## src/mcrsu_regs.svh

```systemverilog
// register offsets, field positions and reset values of the register stack unit
`ifndef MCRSU_REGS_SVH
`define MCRSU_REGS_SVH
`define MCRSU_OFS_ACC 8'h00
`define MCRSU_OFS_IDX 8'h04
`define MCRSU_OFS_IP 8'h08
`define MCRSU_OFS_STK 8'h0c
`define MCRSU_OFS_FLAGS 8'h10
`define MCRSU_OFS_STATUS 8'h14
`define MCRSU_OFS_CTRL 8'h18
`define MCRSU_CTRL_RELOAD 0
`define MCRSU_ST_BUSY 0
`define MCRSU_ST_EXT 1
`define MCRSU_ST_TMR 2
`define MCRSU_STK_FIXED 7'h03
`define MCRSU_STK_RELOAD 5'h1f
`define MCRSU_STK_RELOAD_ADDR 12'h07f
`define MCRSU_STK_FLOOR 12'h061
`define MCRSU_FLG_C 0
`define MCRSU_FLG_Z 1
`define MCRSU_FLG_N 2
`define MCRSU_FLG_I 3
`define MCRSU_FLG_H 4
`define MCRSU_FLAGS_RST 5'h08
`define MCRSU_FLAGS_PAD 3'h7
`define MCRSU_IP_RST 12'h000
`define MCRSU_RESP_OKAY 2'h0
`define MCRSU_RESP_SLVERR 2'h2
`endif

```

## src/mcrsu_pkg.sv

```systemverilog
// types shared by the register stack unit
package mcrsu_pkg;
	typedef enum logic [3:0] {
		CMD_NOP, CMD_ALU, CMD_JUMP, CMD_CALL, CMD_INTR, CMD_RTS, CMD_RTI,
		CMD_STACK_RELOAD, CMD_SET_MASK, CMD_CLR_MASK
	} mcrsu_cmd_t;
	typedef enum logic [3:0] {
		ALU_ADD, ALU_ADC, ALU_SUB, ALU_SBC, ALU_CMP, ALU_AND, ALU_ORA, ALU_EOR,
		ALU_LDA, ALU_ASL, ALU_LSR, ALU_ROL, ALU_ROR, ALU_INC, ALU_DEC, ALU_BTB
	} mcrsu_alu_t;
	typedef enum logic [1:0] {ST_IDLE, ST_PUSH, ST_PULL_ADDR, ST_PULL_DATA} mcrsu_state_t;
endpackage

```

## src/mcrsu_alu.sv

```systemverilog
// arithmetic unit feeding the accumulator, index register and flags
module mcrsu_alu (
	input wire mcrsu_pkg::mcrsu_alu_t op, // operation
	input wire logic [7:0] a, // register operand
	input wire logic [7:0] b, // memory operand
	input wire logic cin, // carry in
	output logic [7:0] res, // result
	output logic h, // half carry
	output logic c, // carry or borrow out
	output logic upd_h, // half carry valid
	output logic upd_c, // carry valid
	output logic upd_nz, // n and z valid
	output logic wb // result written back
);
	logic [8:0] wide;
	logic [4:0] half;
	always_comb begin
		wide = 9'h000;
		half = 5'h00;
		res = b;
		h = 1'b0;
		c = 1'b0;
		upd_h = 1'b0;
		upd_c = 1'b0;
		upd_nz = 1'b1;
		wb = 1'b1;
		case (op)
			mcrsu_pkg::ALU_ADD, mcrsu_pkg::ALU_ADC: begin
				wide = {1'b0, a} + {1'b0, b} + {8'h00, cin & (op == mcrsu_pkg::ALU_ADC)};
				half = {1'b0, a[3:0]} + {1'b0, b[3:0]} + {4'h0, cin & (op == mcrsu_pkg::ALU_ADC)};
				res = wide[7:0];
				h = half[4];
				c = wide[8];
				upd_h = 1'b1;
				upd_c = 1'b1;
			end
			mcrsu_pkg::ALU_SUB, mcrsu_pkg::ALU_SBC, mcrsu_pkg::ALU_CMP: begin
				wide = {1'b0, a} - {1'b0, b} - {8'h00, cin & (op == mcrsu_pkg::ALU_SBC)};
				res = wide[7:0];
				c = wide[8];
				upd_c = 1'b1;
				wb = (op != mcrsu_pkg::ALU_CMP);
			end
			mcrsu_pkg::ALU_AND: res = a & b;
			mcrsu_pkg::ALU_ORA: res = a | b;
			mcrsu_pkg::ALU_EOR: res = a ^ b;
			mcrsu_pkg::ALU_LDA: res = b;
			mcrsu_pkg::ALU_ASL: begin
				res = {a[6:0], 1'b0};
				c = a[7];
				upd_c = 1'b1;
			end
			mcrsu_pkg::ALU_LSR: begin
				res = {1'b0, a[7:1]};
				c = a[0];
				upd_c = 1'b1;
			end
			mcrsu_pkg::ALU_ROL: begin
				res = {a[6:0], cin};
				c = a[7];
				upd_c = 1'b1;
			end
			mcrsu_pkg::ALU_ROR: begin
				res = {cin, a[7:1]};
				c = a[0];
				upd_c = 1'b1;
			end
			mcrsu_pkg::ALU_INC: res = a + 8'h01;
			mcrsu_pkg::ALU_DEC: res = a - 8'h01;
			mcrsu_pkg::ALU_BTB: begin
				c = b[0];
				upd_c = 1'b1;
				upd_nz = 1'b0;
				wb = 1'b0;
			end
			default: wb = 1'b0;
		endcase
	end
endmodule

```

## src/mcrsu_stack_ram.sv

```systemverilog
// stack window memory with registered read data
module mcrsu_stack_ram #(
	parameter int AW = 5, // address bits
	parameter int DW = 8 // data bits
) (
	input wire logic clk, // core clock
	input wire logic resetn, // sync reset, active low
	input wire logic we, // write strobe
	input wire logic [AW-1:0] waddr, // write address
	input wire logic [DW-1:0] wdata, // write data
	input wire logic [AW-1:0] raddr, // read address
	output logic [DW-1:0] rdata // read data, one cycle late
);
	logic [DW-1:0] mem [0:(1<<AW)-1];
	always_ff @(posedge clk) begin
		if (we) begin
			mem[waddr] <= wdata;
		end
	end
	always_ff @(posedge clk) begin
		if (!resetn) begin
			rdata <= '0;
		end else begin
			rdata <= mem[raddr];
		end
	end
endmodule

```

## src/mcrsu_unit.sv

```systemverilog
// programmer-visible register set, stack sequencing and axi4-lite register access
// Contract
// - eight-bit accumulator holds operands and results of data operations
// - eight-bit index register, usable for read-modify-write and temporary storage
// - twelve-bit instruction pointer holds next instruction address
// - twelve-bit stack pointer always addresses the next free location
// - stack pointer decrements per byte pushed, increments per byte pulled
// - reset and the stack reload instruction force the stack pointer to 0x07f
// - upper stack pointer bits fixed at 0000011, only low bits count
// - nesting reaches 0x061 for fifteen calls, deeper nesting wraps in window
// - counter low byte pushed first, then high nibble
// - subroutine call pushes only the two instruction pointer bytes
// - five-bit flag register reflects last instruction, bits testable
// - add and add-with-carry set half carry from bit 3 into bit 4
// - masked interrupts stay pending, serviced once the mask clears
// - negative flag copies bit 7 of the last result
// - zero flag set when the last result is zero
// - carry records alu carry or borrow, bit test, shifts and rotates
// - interrupt entry sets the mask after stacking the state
//
// Our own choices: the placing of the registers and the AXI4-Lite register port.
`include "mcrsu_regs.svh"
module mcrsu_unit #(
	parameter int ADDR_W = 8 // axi address width
) (
	input wire logic aclk, // core clock
	input wire logic aresetn, // sync reset, active low
	input wire logic cmd_valid, // sequencer command offered
	output logic cmd_ready, // command taken when both high
	input wire mcrsu_pkg::mcrsu_cmd_t cmd_op, // command
	input wire mcrsu_pkg::mcrsu_alu_t cmd_alu, // alu operation
	input wire logic cmd_to_idx, // alu targets index register
	input wire logic [7:0] cmd_data, // memory operand
	input wire logic [11:0] cmd_addr, // jump or call target
	input wire logic ext_irq_pin, // external interrupt pin
	input wire logic timer_irq, // timer interrupt pulse
	output logic irq_request, // unmasked interrupt pending
	output logic [1:0] irq_source, // source of last entry
	output logic [7:0] acc, // accumulator
	output logic [7:0] idx, // index register
	output logic [11:0] instruction_pointer, // next instruction address
	output logic [11:0] stack_top_pointer, // next free stack location
	output logic [7:0] flag_register, // flags with padding
	input wire logic awvalid, // write address valid
	output logic awready, // write address ready
	input wire logic [ADDR_W-1:0] awaddr, // write address
	input wire logic wvalid, // write data valid
	output logic wready, // write data ready
	input wire logic [31:0] wdata, // write data
	input wire logic [3:0] wstrb, // write strobes
	output logic bvalid, // write response valid
	input wire logic bready, // write response ready
	output logic [1:0] bresp, // write response
	input wire logic arvalid, // read address valid
	output logic arready, // read address ready
	input wire logic [ADDR_W-1:0] araddr, // read address
	output logic rvalid, // read data valid
	input wire logic rready, // read data ready
	output logic [31:0] rdata, // read data
	output logic [1:0] rresp // read response
);
	mcrsu_pkg::mcrsu_state_t state;
	logic [4:0] flags;
	logic [4:0] stk_lo;
	logic [2:0] seq_idx;
	logic [2:0] seq_end;
	logic seq_intr;
	logic [11:0] tgt;
	logic [1:0] pend;
	logic ext_s1, ext_s2, ext_prev;
	logic cmd_fire, alu_fire, push_last, pull_dat, stk_reload;
	logic [7:0] push_byte, stk_rdata;
	logic [7:0] alu_a, alu_res;
	logic alu_h, alu_c, alu_upd_h, alu_upd_c, alu_upd_nz, alu_wb;
	logic aw_have, w_have, wr_go, bus_ok;
	logic [ADDR_W-1:0] wr_addr;
	logic [31:0] wr_data;
	logic [3:0] wr_strb;
	logic [1:0] pend_set, pend_clr;

	assign cmd_ready = (state == mcrsu_pkg::ST_IDLE);
	assign cmd_fire = cmd_valid & cmd_ready;
	assign alu_fire = cmd_fire & (cmd_op == mcrsu_pkg::CMD_ALU);
	assign push_last = (state == mcrsu_pkg::ST_PUSH) & (seq_idx == seq_end);
	assign pull_dat = (state == mcrsu_pkg::ST_PULL_DATA);
	assign stack_top_pointer = {`MCRSU_STK_FIXED, stk_lo};
	assign flag_register = {`MCRSU_FLAGS_PAD, flags};
	assign alu_a = cmd_to_idx ? idx : acc;

	mcrsu_alu u_alu (
		.op(cmd_alu),
		.a(alu_a),
		.b(cmd_data),
		.cin(flags[`MCRSU_FLG_C]),
		.res(alu_res),
		.h(alu_h),
		.c(alu_c),
		.upd_h(alu_upd_h),
		.upd_c(alu_upd_c),
		.upd_nz(alu_upd_nz),
		.wb(alu_wb)
	);

	// push order: low byte, high nibble, index, accumulator, flags
	always_comb begin
		case (seq_idx)
			3'd0: push_byte = instruction_pointer[7:0];
			3'd1: push_byte = {4'h0, instruction_pointer[11:8]};
			3'd2: push_byte = idx;
			3'd3: push_byte = acc;
			default: push_byte = flag_register;
		endcase
	end

	mcrsu_stack_ram #(.AW(5), .DW(8)) u_ram (
		.clk(aclk),
		.resetn(aresetn),
		.we(state == mcrsu_pkg::ST_PUSH),
		.waddr(stk_lo),
		.wdata(push_byte),
		.raddr(stk_lo + 5'h01),
		.rdata(stk_rdata)
	);

	always_ff @(posedge aclk) begin
		if (!aresetn) begin
			state <= mcrsu_pkg::ST_IDLE;
			seq_idx <= 3'd0;
			seq_end <= 3'd0;
			seq_intr <= 1'b0;
			tgt <= `MCRSU_IP_RST;
		end else begin
			case (state)
				mcrsu_pkg::ST_IDLE: begin
					if (cmd_fire) begin
						tgt <= cmd_addr;
						case (cmd_op)
							mcrsu_pkg::CMD_CALL: begin
								state <= mcrsu_pkg::ST_PUSH;
								seq_idx <= 3'd0;
								seq_end <= 3'd1;
								seq_intr <= 1'b0;
							end
							mcrsu_pkg::CMD_INTR: begin
								state <= mcrsu_pkg::ST_PUSH;
								seq_idx <= 3'd0;
								seq_end <= 3'd4;
								seq_intr <= 1'b1;
							end
							mcrsu_pkg::CMD_RTS: begin
								state <= mcrsu_pkg::ST_PULL_ADDR;
								seq_idx <= 3'd1;
							end
							mcrsu_pkg::CMD_RTI: begin
								state <= mcrsu_pkg::ST_PULL_ADDR;
								seq_idx <= 3'd4;
							end
							default: state <= mcrsu_pkg::ST_IDLE;
						endcase
					end
				end
				mcrsu_pkg::ST_PUSH: begin
					if (push_last) begin
						state <= mcrsu_pkg::ST_IDLE;
					end else begin
						seq_idx <= seq_idx + 3'd1;
					end
				end
				mcrsu_pkg::ST_PULL_ADDR: state <= mcrsu_pkg::ST_PULL_DATA;
				mcrsu_pkg::ST_PULL_DATA: begin
					if (seq_idx == 3'd0) begin
						state <= mcrsu_pkg::ST_IDLE;
					end else begin
						seq_idx <= seq_idx - 3'd1;
						state <= mcrsu_pkg::ST_PULL_ADDR;
					end
				end
				default: state <= mcrsu_pkg::ST_IDLE;
			endcase
		end
	end

	// stack window wraps below the floor instead of leaving it
	assign stk_reload = (cmd_fire & (cmd_op == mcrsu_pkg::CMD_STACK_RELOAD))
		| (wr_go & (wr_addr == `MCRSU_OFS_CTRL) & wr_strb[0] & wr_data[`MCRSU_CTRL_RELOAD]);
	always_ff @(posedge aclk) begin
		if (!aresetn) begin
			stk_lo <= `MCRSU_STK_RELOAD;
		end else if (stk_reload) begin
			stk_lo <= `MCRSU_STK_RELOAD;
		end else if (state == mcrsu_pkg::ST_PUSH) begin
			stk_lo <= stk_lo - 5'h01;
		end else if (state == mcrsu_pkg::ST_PULL_ADDR) begin
			stk_lo <= stk_lo + 5'h01;
		end
	end

	always_ff @(posedge aclk) begin
		if (!aresetn) begin
			acc <= 8'h00;
		end else if (pull_dat && seq_idx == 3'd3) begin
			acc <= stk_rdata;
		end else if (alu_fire && alu_wb && !cmd_to_idx) begin
			acc <= alu_res;
		end else if (wr_go && wr_addr == `MCRSU_OFS_ACC && wr_strb[0]) begin
			acc <= wr_data[7:0];
		end
	end

	always_ff @(posedge aclk) begin
		if (!aresetn) begin
			idx <= 8'h00;
		end else if (pull_dat && seq_idx == 3'd2) begin
			idx <= stk_rdata;
		end else if (alu_fire && alu_wb && cmd_to_idx) begin
			idx <= alu_res;
		end else if (wr_go && wr_addr == `MCRSU_OFS_IDX && wr_strb[0]) begin
			idx <= wr_data[7:0];
		end
	end

	always_ff @(posedge aclk) begin
		if (!aresetn) begin
			instruction_pointer <= `MCRSU_IP_RST;
		end else if (pull_dat && seq_idx == 3'd1) begin
			instruction_pointer[11:8] <= stk_rdata[3:0];
		end else if (pull_dat && seq_idx == 3'd0) begin
			instruction_pointer[7:0] <= stk_rdata;
		end else if (push_last && !seq_intr) begin
			instruction_pointer <= tgt;
		end else if (cmd_fire && cmd_op == mcrsu_pkg::CMD_JUMP) begin
			instruction_pointer <= cmd_addr;
		end else if (wr_go && wr_addr == `MCRSU_OFS_IP) begin
			if (wr_strb[0]) begin
				instruction_pointer[7:0] <= wr_data[7:0];
			end
			if (wr_strb[1]) begin
				instruction_pointer[11:8] <= wr_data[11:8];
			end
		end
	end

	always_ff @(posedge aclk) begin
		if (!aresetn) begin
			flags <= `MCRSU_FLAGS_RST;
		end else if (pull_dat && seq_idx == 3'd4) begin
			flags <= stk_rdata[4:0];
		end else if (push_last && seq_intr) begin
			flags[`MCRSU_FLG_I] <= 1'b1;
		end else if (alu_fire) begin
			if (alu_upd_h) begin
				flags[`MCRSU_FLG_H] <= alu_h;
			end
			if (alu_upd_nz) begin
				flags[`MCRSU_FLG_N] <= alu_res[7];
				flags[`MCRSU_FLG_Z] <= (alu_res == 8'h00);
			end
			if (alu_upd_c) begin
				flags[`MCRSU_FLG_C] <= alu_c;
			end
		end else if (cmd_fire && cmd_op == mcrsu_pkg::CMD_SET_MASK) begin
			flags[`MCRSU_FLG_I] <= 1'b1;
		end else if (cmd_fire && cmd_op == mcrsu_pkg::CMD_CLR_MASK) begin
			flags[`MCRSU_FLG_I] <= 1'b0;
		end else if (wr_go && wr_addr == `MCRSU_OFS_FLAGS && wr_strb[0]) begin
			flags <= wr_data[4:0];
		end
	end

	// pin synchroniser, edge taken from the second stage
	always_ff @(posedge aclk) begin
		if (!aresetn) begin
			ext_s1 <= 1'b0;
			ext_s2 <= 1'b0;
			ext_prev <= 1'b0;
		end else begin
			ext_s1 <= ext_irq_pin;
			ext_s2 <= ext_s1;
			ext_prev <= ext_s2;
		end
	end

	// external outranks timer; a new request beats its own clear
	assign pend_set = {timer_irq, ext_s2 & ~ext_prev};
	always_comb begin
		pend_clr = 2'b00;
		if (cmd_fire && cmd_op == mcrsu_pkg::CMD_INTR) begin
			pend_clr = pend[0] ? 2'b01 : {pend[1], 1'b0};
		end
	end
	always_ff @(posedge aclk) begin
		if (!aresetn) begin
			pend <= 2'b00;
			irq_source <= 2'b00;
		end else begin
			pend <= (pend & ~pend_clr) | pend_set;
			if (cmd_fire && cmd_op == mcrsu_pkg::CMD_INTR) begin
				irq_source <= pend_clr;
			end
		end
	end
	assign irq_request = (|pend) & ~flags[`MCRSU_FLG_I];

	// axi4-lite write: address and data in either order
	assign bus_ok = (state == mcrsu_pkg::ST_IDLE) & ~cmd_fire;
	assign awready = ~aw_have;
	assign wready = ~w_have;
	assign wr_go = aw_have & w_have & ~bvalid & bus_ok;
	always_ff @(posedge aclk) begin
		if (!aresetn) begin
			aw_have <= 1'b0;
			w_have <= 1'b0;
			wr_addr <= '0;
			wr_data <= 32'h0000_0000;
			wr_strb <= 4'h0;
			bvalid <= 1'b0;
			bresp <= `MCRSU_RESP_OKAY;
		end else begin
			if (awvalid && awready) begin
				aw_have <= 1'b1;
				wr_addr <= awaddr;
			end else if (wr_go) begin
				aw_have <= 1'b0;
			end
			if (wvalid && wready) begin
				w_have <= 1'b1;
				wr_data <= wdata;
				wr_strb <= wstrb;
			end else if (wr_go) begin
				w_have <= 1'b0;
			end
			if (wr_go) begin
				bvalid <= 1'b1;
				case (wr_addr)
					`MCRSU_OFS_ACC, `MCRSU_OFS_IDX, `MCRSU_OFS_IP, `MCRSU_OFS_FLAGS, `MCRSU_OFS_CTRL:
						bresp <= `MCRSU_RESP_OKAY;
					default: bresp <= `MCRSU_RESP_SLVERR;
				endcase
			end else if (bready) begin
				bvalid <= 1'b0;
			end
		end
	end

	assign arready = ~rvalid;
	always_ff @(posedge aclk) begin
		if (!aresetn) begin
			rvalid <= 1'b0;
			rdata <= 32'h0000_0000;
			rresp <= `MCRSU_RESP_OKAY;
		end else if (arvalid && arready) begin
			rvalid <= 1'b1;
			rresp <= `MCRSU_RESP_OKAY;
			case (araddr)
				`MCRSU_OFS_ACC: rdata <= {24'h00_0000, acc};
				`MCRSU_OFS_IDX: rdata <= {24'h00_0000, idx};
				`MCRSU_OFS_IP: rdata <= {20'h0_0000, instruction_pointer};
				`MCRSU_OFS_STK: rdata <= {20'h0_0000, stack_top_pointer};
				`MCRSU_OFS_FLAGS: rdata <= {24'h00_0000, flag_register};
				`MCRSU_OFS_STATUS: rdata <= {29'h0000_0000, pend, state != mcrsu_pkg::ST_IDLE};
				`MCRSU_OFS_CTRL: rdata <= 32'h0000_0000;
				default: begin
					rdata <= 32'h0000_0000;
					rresp <= `MCRSU_RESP_SLVERR;
				end
			endcase
		end else if (rready) begin
			rvalid <= 1'b0;
		end
	end

	logic [4:0] h_sum;
	assign h_sum = {1'b0, alu_a[3:0]} + {1'b0, cmd_data[3:0]};
endmodule

```

## config.mk

```make
export PLATFORM = sky130hd
export DESIGN_NAME = mcrsu_unit
export DESIGN_NICKNAME = d
export VERILOG_FILES = /design/src/mcrsu_pkg.sv /design/src/mcrsu_alu.sv /design/src/mcrsu_stack_ram.sv /design/src/mcrsu_unit.sv
export VERILOG_INCLUDE_DIRS = /design/src
export SDC_FILE = /design/constraint.sdc
export NUM_CORES = 1
export LEC_CHECK = 0
export ABC_AREA = 0
export BUFFER_PORTS_ARGS = -buffer_cell sky130_fd_sc_hd__buf_4
export CAP_MARGIN = 20
export CELL_PAD_IN_SITES_DETAIL_PLACEMENT = 0
export CELL_PAD_IN_SITES_GLOBAL_PLACEMENT = 1
export CORE_MARGIN = 2
export CORE_UTILIZATION = 30
export CTS_CLUSTER_SIZE = 14
export DETAILED_ROUTE_END_ITERATION = 7
export PLACE_DENSITY_LB_ADDON = 0.1
export SLEW_MARGIN = 25
export SYNTH_ARGS = -nofsm -noshare
export SYNTH_HDL_FRONTEND = slang
export SYNTH_SLANG_ARGS = --single-unit
export TNS_END_PERCENT = 1
```

## constraint.sdc

```tcl
create_clock -name aclk -period 4.75 [get_ports aclk]
set_input_delay 0.475 -clock aclk [delete_from_list [all_inputs] [get_ports aclk]]
set_output_delay 0.475 -clock aclk [all_outputs]
set_load 0.02 [all_outputs]
```

* After elaboration in Yosys (flattened, before gate mapping)
Memories as Yosys holds them, arrays and structs flattened. A register that Yosys moved wholly into a read port is not among the register bits.
Cells that the tools add are included.
** Storage, ports and cells
- Bits in registers :: 128
- Word-level logic and storage cells :: 265
- Bits in writable memories :: 256
- Bits of input ports :: 91
- Output and inout bits :: 93
- Memories :: 1
** Memories
- u_ram.mem :: depth 32, width 8, read ports 1, clocked after memory_dff 1, wr ports 1, RTL line mcrsu_stack_ram.sv:14 : logic [DW-1:0] mem [0:(1<<AW)-1];
** Operators by class
- Mux-type cells :: 67
- Add/sub/neg operators :: 12
- Bitwise operators :: 31
- Reductions and logical operators :: 70
- Eq/ne operators :: 55
** Operators with widths (count)
- one-hot mux 8 bit (11 select lines) :: 1
- 2-to-1 mux 8 bit :: 9
- one-hot mux 12 bit (6 select lines) :: 1
- equality test 8 x 5 -> 1 bit (second input constant) :: 5
- equality test 4 bit (second input constant) :: 9
- 2-to-1 mux 12 bit :: 3
- equality test 4 x 3 -> 1 bit (second input constant) :: 8
- one-hot mux 8 bit (4 select lines) :: 1
- equality test 8 x 4 -> 1 bit (second input constant) :: 3
- logical AND 1 bit :: 24
- zero test 8 bit :: 3
- 2-to-1 mux 1 bit :: 22
- 2-to-1 mux 3 bit :: 7
- 2-to-1 mux 5 bit :: 4
- AND reduction 5 bit :: 4
- one-hot mux 3 bit (3 select lines) :: 2
- equality test 4 x 2 -> 1 bit (second input constant) :: 4
- equality test 8 x 3 -> 1 bit (second input constant) :: 2
- 2-to-1 mux 2 bit :: 8
- nonzero test 4 bit :: 4
- bitwise AND 1 bit :: 15
- nonzero test 2 bit :: 7
- OR reduction 2 bit :: 7
- 2-to-1 mux 4 bit :: 3
- 50 further kinds :: 79

* Depth between registers and ports, before layout
- Word-level depth :: 13
- Depth in mapped cells :: 16
- Gate-level depth less buffers :: 13

* Hierarchy
From an unflattened synthesis, not the netlist that was laid out.
** Second synthesis, totals
- Cell total of the unflattened synthesis :: 1515
- Area, all modules :: 18421.4 um^2
** By module, submodules not included
- mcrsu_stack_ram :: sequential area each 7847.5 um^2, cells an instance 473, instances 1, area an instance 10211.0 um^2
- mcrsu_unit :: sequential area each 2082.0 um^2, cells an instance 757, instances 1, area an instance 6204.7 um^2
- mcrsu_alu :: sequential area each 0.0 um^2, cells an instance 285, instances 1, area an instance 2005.7 um^2

* Worst setup path before layout
Ideal clock, no wire load.
- Kind :: input -> register
- From :: input cmd_alu[0]
- To :: register flags[1]
- Buffers on the path :: 3
- Data required time :: 4677 ps
- Stages on the path :: 16
- Arrival time :: 3698 ps
- Library setup time :: 73 ps
- Setup slack :: 979 ps
- Path through :: buf_2 > buf_2 > buf_2 > nand2_1 > or3_1 > fa_1 > inv_1 > fa_1 > nand2b_4 > a2111oi_0 > nor3_1 > xor2_1 > a221o_1 > o32ai_2 > a41oi_1 > nor3_2
** On the way
- Word-level cells in the longest chain between the ends :: 9
- Elaborated cells between the ends (all ways) :: 29
** RTL lines
- start, declared :: RTL line mcrsu_unit.sv:31 : input wire mcrsu_pkg::mcrsu_alu_t cmd_alu,
- equality test 4 x 2 -> 1 bit or equality test 4 x 1 -> 1 bit (tied branches) :: RTL line mcrsu_alu.sv:27, mcrsu_alu.sv:38, mcrsu_alu.sv:29
- bitwise AND 1 bit, on equally long branches :: RTL line mcrsu_alu.sv:38, mcrsu_alu.sv:29
- subtractor 9 x 1 -> 9 bit or adder 9 x 1 -> 9 bit (tied branches) :: RTL line mcrsu_alu.sv:38, mcrsu_alu.sv:29
- one-hot mux 8 bit (11 select lines) :: RTL line mcrsu_alu.sv:27 : case (op)
- zero test 8 bit :: RTL line mcrsu_unit.sv:256 : flags[`MCRSU_FLG_Z] <= (alu_res == 8'h00);
- 2-to-1 mux 2 bit :: RTL line mcrsu_unit.sv:254 : if (alu_upd_nz) begin
- 2-to-1 mux 3 bit :: RTL line mcrsu_unit.sv:250 : end else if (alu_fire) begin
- 2-to-1 mux 3 bit :: RTL line mcrsu_unit.sv:248 : end else if (push_last && seq_intr) begin
- 2-to-1 mux 5 bit :: RTL line mcrsu_unit.sv:246 : end else if (pull_dat && seq_idx == 3'd4) begin
- end signal, assigned :: RTL line mcrsu_unit.sv:247 : flags <= stk_rdata[4:0];
- end signal, assigned by index :: RTL line mcrsu_unit.sv:252 : flags[`MCRSU_FLG_H] <= alu_h;
- end signal, assigned by index :: RTL line mcrsu_unit.sv:255 : flags[`MCRSU_FLG_N] <= alu_res[7];
- end, declared :: RTL line mcrsu_unit.sv:63 : logic [4:0] flags;
Parallel ways exist; a longest one is shown, timed or not. The select of a mux whose other input is x is not followed.
A chain may end at the register's enable or synchronous reset.

* Worst setup path in the final report
- From :: register idx[0]
- To :: register flags[1]
** On the way
- Word-level cells in the longest chain between the ends :: 9
- Elaborated cells between the ends (all ways) :: 16
** RTL lines
- start, declared :: RTL line mcrsu_unit.sv:40 : output logic [7:0] idx,
- start signal, assigned :: RTL line mcrsu_unit.sv:214 : idx <= stk_rdata;
- start signal, assigned :: RTL line mcrsu_unit.sv:216 : idx <= alu_res;
- start signal, assigned :: RTL line mcrsu_unit.sv:218 : idx <= wr_data[7:0];
- 2-to-1 mux 8 bit (*) :: RTL line mcrsu_unit.sv:88 : assign alu_a = cmd_to_idx ? idx : acc;
- subtractor 8 x 8 -> 9 bit or adder 8 x 8 -> 9 bit (tied branches) :: RTL line mcrsu_alu.sv:38, mcrsu_alu.sv:29
- subtractor 9 x 1 -> 9 bit or adder 9 x 1 -> 9 bit (tied branches) :: RTL line mcrsu_alu.sv:38, mcrsu_alu.sv:29
- one-hot mux 8 bit (11 select lines) (*) :: RTL line mcrsu_alu.sv:27
- zero test 8 bit (*) :: RTL line mcrsu_unit.sv:256
- 2-to-1 mux 2 bit (*) :: RTL line mcrsu_unit.sv:254
- 2-to-1 mux 3 bit (*) :: RTL line mcrsu_unit.sv:250
- 2-to-1 mux 3 bit (*) :: RTL line mcrsu_unit.sv:248
- 2-to-1 mux 5 bit (*) :: RTL line mcrsu_unit.sv:246
Every way passes the cells marked *; elsewhere a longest branch is shown, timed or not. The select of a mux whose other input is x is not followed.

==> out/qor.yml <==
run_status:
  run_status: "finished, final reports clean"
floorplan:
  design.core.area_sq_um: 60020
  rows: 90
  ioPinCount: 184
  die-width_um: 249.8
  initial_util_pct: 30.20
  die-area_sq_um: 62410
  die_y_um: 249.8
critical_path:
  timing.critical_path.to_type: "flop"
  worst_path_largest_cell_delay_ns: 0.45
  cp_data_required_time_ns: 5.25
  timing.critical_path.cells: "mux2i_2, inv_1, fa_1, inv_1, fa_1, nand2b_4, a2111oi_0, nor3_1, xor2_1, a221o_1, o32ai_2, a41oi_1, nor3_2"
  timing.critical_path.max_delay_family: "compound AO/OA/AOI/OAI gates"
  worst_path_maximum_fanout: 5
  critical_path_arrival_ns: 4.16
  timing.critical_path.from_type: "flop"
  cp_max_delay_cell: "sky130_fd_sc_hd__fa_1"
  cp_num_buf_inv: 2
  path_class: "flop to flop"
cts:
  clock-sinks: 368
  clk-insertion-delay-late_ns: 0.58
  root_buf_cell: "sky130_fd_sc_hd__clkbuf_16"
  clkTransAtPathRegs_ns: 0.06
  post-cts-setup-buffer-count: 0
  post_cts_hold_buffer_count: 0
  ctsLongestPathBuffers: 3
  cts-buffers-inserted: 43
  post_cts_resize_count: 0
  tritoncts: "yes"
  cts.htree.levels: 2
placed_design:
  post-dp-hpwl_um: 40340
  postPlaceCellArea_sq_um: 19930
  place_congestion: 0.8106
  numPortBuffers: 129
grt:
  first_global_vias: 12410
  overflow: 0
  grt_max_degree: 75
  initial_antenna_violation_count: 0
  grt_util_all_layers_pct: 18.03
  global_route_wire_length_before_repair_um: 83790
sta:
  fin_setup_tns_ns: 0
  worst-slew-pin-transition_ns: 0.9711
  worst_clock_skew_ns: 0.01787
  timing.final.crit_period_ns: 3.660
  hold_viol: 0
  slew_headroom_pct: 35.12
  final_max_slew_viol_count: 0
  rsz0062_at_grt: "false"
  timing.final.crit_share_pct: 77.04
  setup_viol_count_final: 0
  fmax_ghz: 0.2733
cells_and_area:
  final_instance_area_sq_um: 21300
  post_route_cells_drive_above_1_share_pct: 21.69
  flow.area_growth_from_synthesis_pct: 17.49
  fin_nets: 1751
  diodes: 0
  fillerInstances: 5926
route:
  dr_total_vias: 12410
  drt-initial-drc-count: 811
  post_drt_wl_per_cell_um: 23.58
  drt_pre_antenna_iters: 7
  antenna_violating_nets_post_route: 0
  route.final.wire_length_um: 57130
  drt_drc_violations_left: 0
  via_per_inst: 5.120
flow_run:
  drv.max_cap_violation_count: 0
yosys:
  synth-seq-area-share_pct: 54.78
  synth-edff-count: 256
  async_reset_ff_share_pct: 0
  post_synth.cell_area_avg_sq_um: 12.29
  number_of_storage_elements_in_the_synthesis_netlist: 368
  dominantRegCellSynth: "sky130_fd_sc_hd__edfxtp_1"
  yosys_warnings: 0
  synth_cell_type_count: 89
  synthCells: 1475
  mappedNetlistArea_sq_um: 18130
pwr:
  leakage_uw: 0.007819
  pwr_per_cell_area_nw_per_um2: 387.3
  peakVddDrop_v: 0.0002130
min_path:
  hold_class: "input port to flop"
[state kept, by name, summed over array words and instances, names as in the netlist, 2 cells and up]
| register | count |
|---|---|
| seq_idx | 3 |
| instruction_pointer | 12 |
| acc | 8 |
| idx | 8 |
| flags | 5 |
| rdata | 12 |
| wr_strb | 2 |
| u_ram.mem | 256 |
| pend | 2 |
| state | 2 |
| tgt | 12 |
| wr_data | 12 |
| u_ram.rdata | 8 |
| stk_lo | 5 |
| wr_addr | 8 |
| irq_source | 2 |
[stage by stage]
stage	utilization, %	hold WS [ns]	std cells	total power, uW	setup WS (ns)
after floorplan	-	0.4119	1505	4593	0.9789
after global placement	33.20	0.4305	2343	5126	0.6576
after detailed placement	33.21	0.4301	2343	5140	0.6812
after CTS	35.47	0.06956	2423	8380	1.045
after global routing	35.48	0.09768	2423	8599	0.7352
final	35.48	0.1086	2423	8249	1.090
[Yosys cell counts, types with 9 or more instances]
| library cell | instances | area (sq um) |
|---|---|---|
| sky130_fd_sc_hd__a211oi_1 | 22 | 165.2 |
| sky130_fd_sc_hd__a21oi_1 | 102 | 510.5 |
| sky130_fd_sc_hd__a222oi_1 | 21 | 210.2 |
| sky130_fd_sc_hd__a22oi_1 | 12 | 90.09 |
| sky130_fd_sc_hd__and2_1 | 13 | 81.33 |
| sky130_fd_sc_hd__buf_1 | 11 | 41.29 |
| sky130_fd_sc_hd__buf_2 | 15 | 75.07 |
| sky130_fd_sc_hd__buf_4 | 37 | 277.8 |
| sky130_fd_sc_hd__clkbuf_1 | 46 | 172.7 |
| sky130_fd_sc_hd__dfxtp_1 | 112 | 2242 |
| sky130_fd_sc_hd__edfxtp_1 | 256 | 7687 |
| sky130_fd_sc_hd__ha_1 | 49 | 613.1 |
| sky130_fd_sc_hd__inv_1 | 48 | 180.2 |
| sky130_fd_sc_hd__mux2i_1 | 37 | 370.4 |
| sky130_fd_sc_hd__mux4_2 | 83 | 1869 |
| sky130_fd_sc_hd__nand2_1 | 136 | 510.5 |
| sky130_fd_sc_hd__nand2b_1 | 14 | 87.58 |
| sky130_fd_sc_hd__nand3_1 | 25 | 125.1 |
| sky130_fd_sc_hd__nor2_1 | 142 | 533.0 |
| sky130_fd_sc_hd__nor2b_1 | 24 | 150.1 |
| sky130_fd_sc_hd__nor3_1 | 19 | 95.09 |
| sky130_fd_sc_hd__o211ai_1 | 10 | 75.07 |
| sky130_fd_sc_hd__o21ai_0 | 42 | 210.2 |
| sky130_fd_sc_hd__o22ai_1 | 9 | 56.30 |
| sky130_fd_sc_hd__or3_1 | 10 | 62.56 |
| sky130_fd_sc_hd__xnor2_1 | 9 | 78.83 |
| sky130_fd_sc_hd__xor2_1 | 13 | 113.9 |
[kinds of logic after synthesis]
logic type	count (synthesis)	share of synthesized area [%]
simple gates	428	11.09
flops	368	54.78
compound gates	305	11.44
buf+inv	162	4.307
mux	132	13.17
fa+ha+maj	55	3.990
xor+xnor	23	1.187
other cells	2	0.04143
[routing by layer]
layer / track usage (%) / vias up / share of wire, %
met5: 0 / - / 0
met3: 2.847 / 86 / 4.7
met1: 24.04 / 6206 / 45
met4: 5.353 / 0 / 2.4
met2: 30.19 / 332 / 48
li1: - / 5781 / -
[power by group]
group | leakage [uW] | total (uW) | internal (uW) | switching (uW)
registers | 0.00326 | 3730 | 3600 | 132
clock network | 0.000657 | 3200 | 1840 | 1360
logic | 0.00390 | 1320 | 520 | 797
total | 0.00782 | 8250 | 5960 | 2290
[placed cells by master (no fill, tap or decap), types with 37 or more instances in the layout]
master and n:
sky130_fd_sc_hd__nand2_1 136, sky130_fd_sc_hd__mux2i_1 37, sky130_fd_sc_hd__clkbuf_16 43, sky130_fd_sc_hd__edfxtp_1 256, sky130_fd_sc_hd__nor2_1 142, sky130_fd_sc_hd__ha_1 48
sky130_fd_sc_hd__a21oi_1 97, sky130_fd_sc_hd__inv_1 47, sky130_fd_sc_hd__dfxtp_1 111, sky130_fd_sc_hd__buf_4 166, sky130_fd_sc_hd__o21ai_0 42, sky130_fd_sc_hd__mux4_2 83
[path summary, 6_finish.rpt]
path / start / end / slack, ns / cells after the start
max: idx[0]$_SDFFE_PN0P_ / flags[1]$_SDFFE_PN0P_ / 1.09 / 13
min: ext_irq_pin / ext_s1$_SDFF_PN0_ / 0.11 / 2
max reg2reg: idx[0]$_SDFFE_PN0P_ / flags[1]$_SDFFE_PN0P_ / 1.09 / 13
min reg2reg: ext_s1$_SDFF_PN0_ / ext_s2$_SDFF_PN0_ / 0.44 / 1
[layout make-up]
| type | instances | area (sq um) | share of cell area [%] |
|---|---|---|---|
| flip-flops and latches | 368 | 9933 | 46.64 |
| multi-input cells | 975 | 7571 | 35.55 |
| repair buffers | 167 | 1266 | 5.945 |
| clock buffers | 61 | 1174 | 5.511 |
| well taps | 782 | 978.4 | 4.594 |
| inverters | 51 | 191.4 | 0.8988 |
| clock inverters | 19 | 183.9 | 0.8636 |
Power figures use the tool's default switching activity.
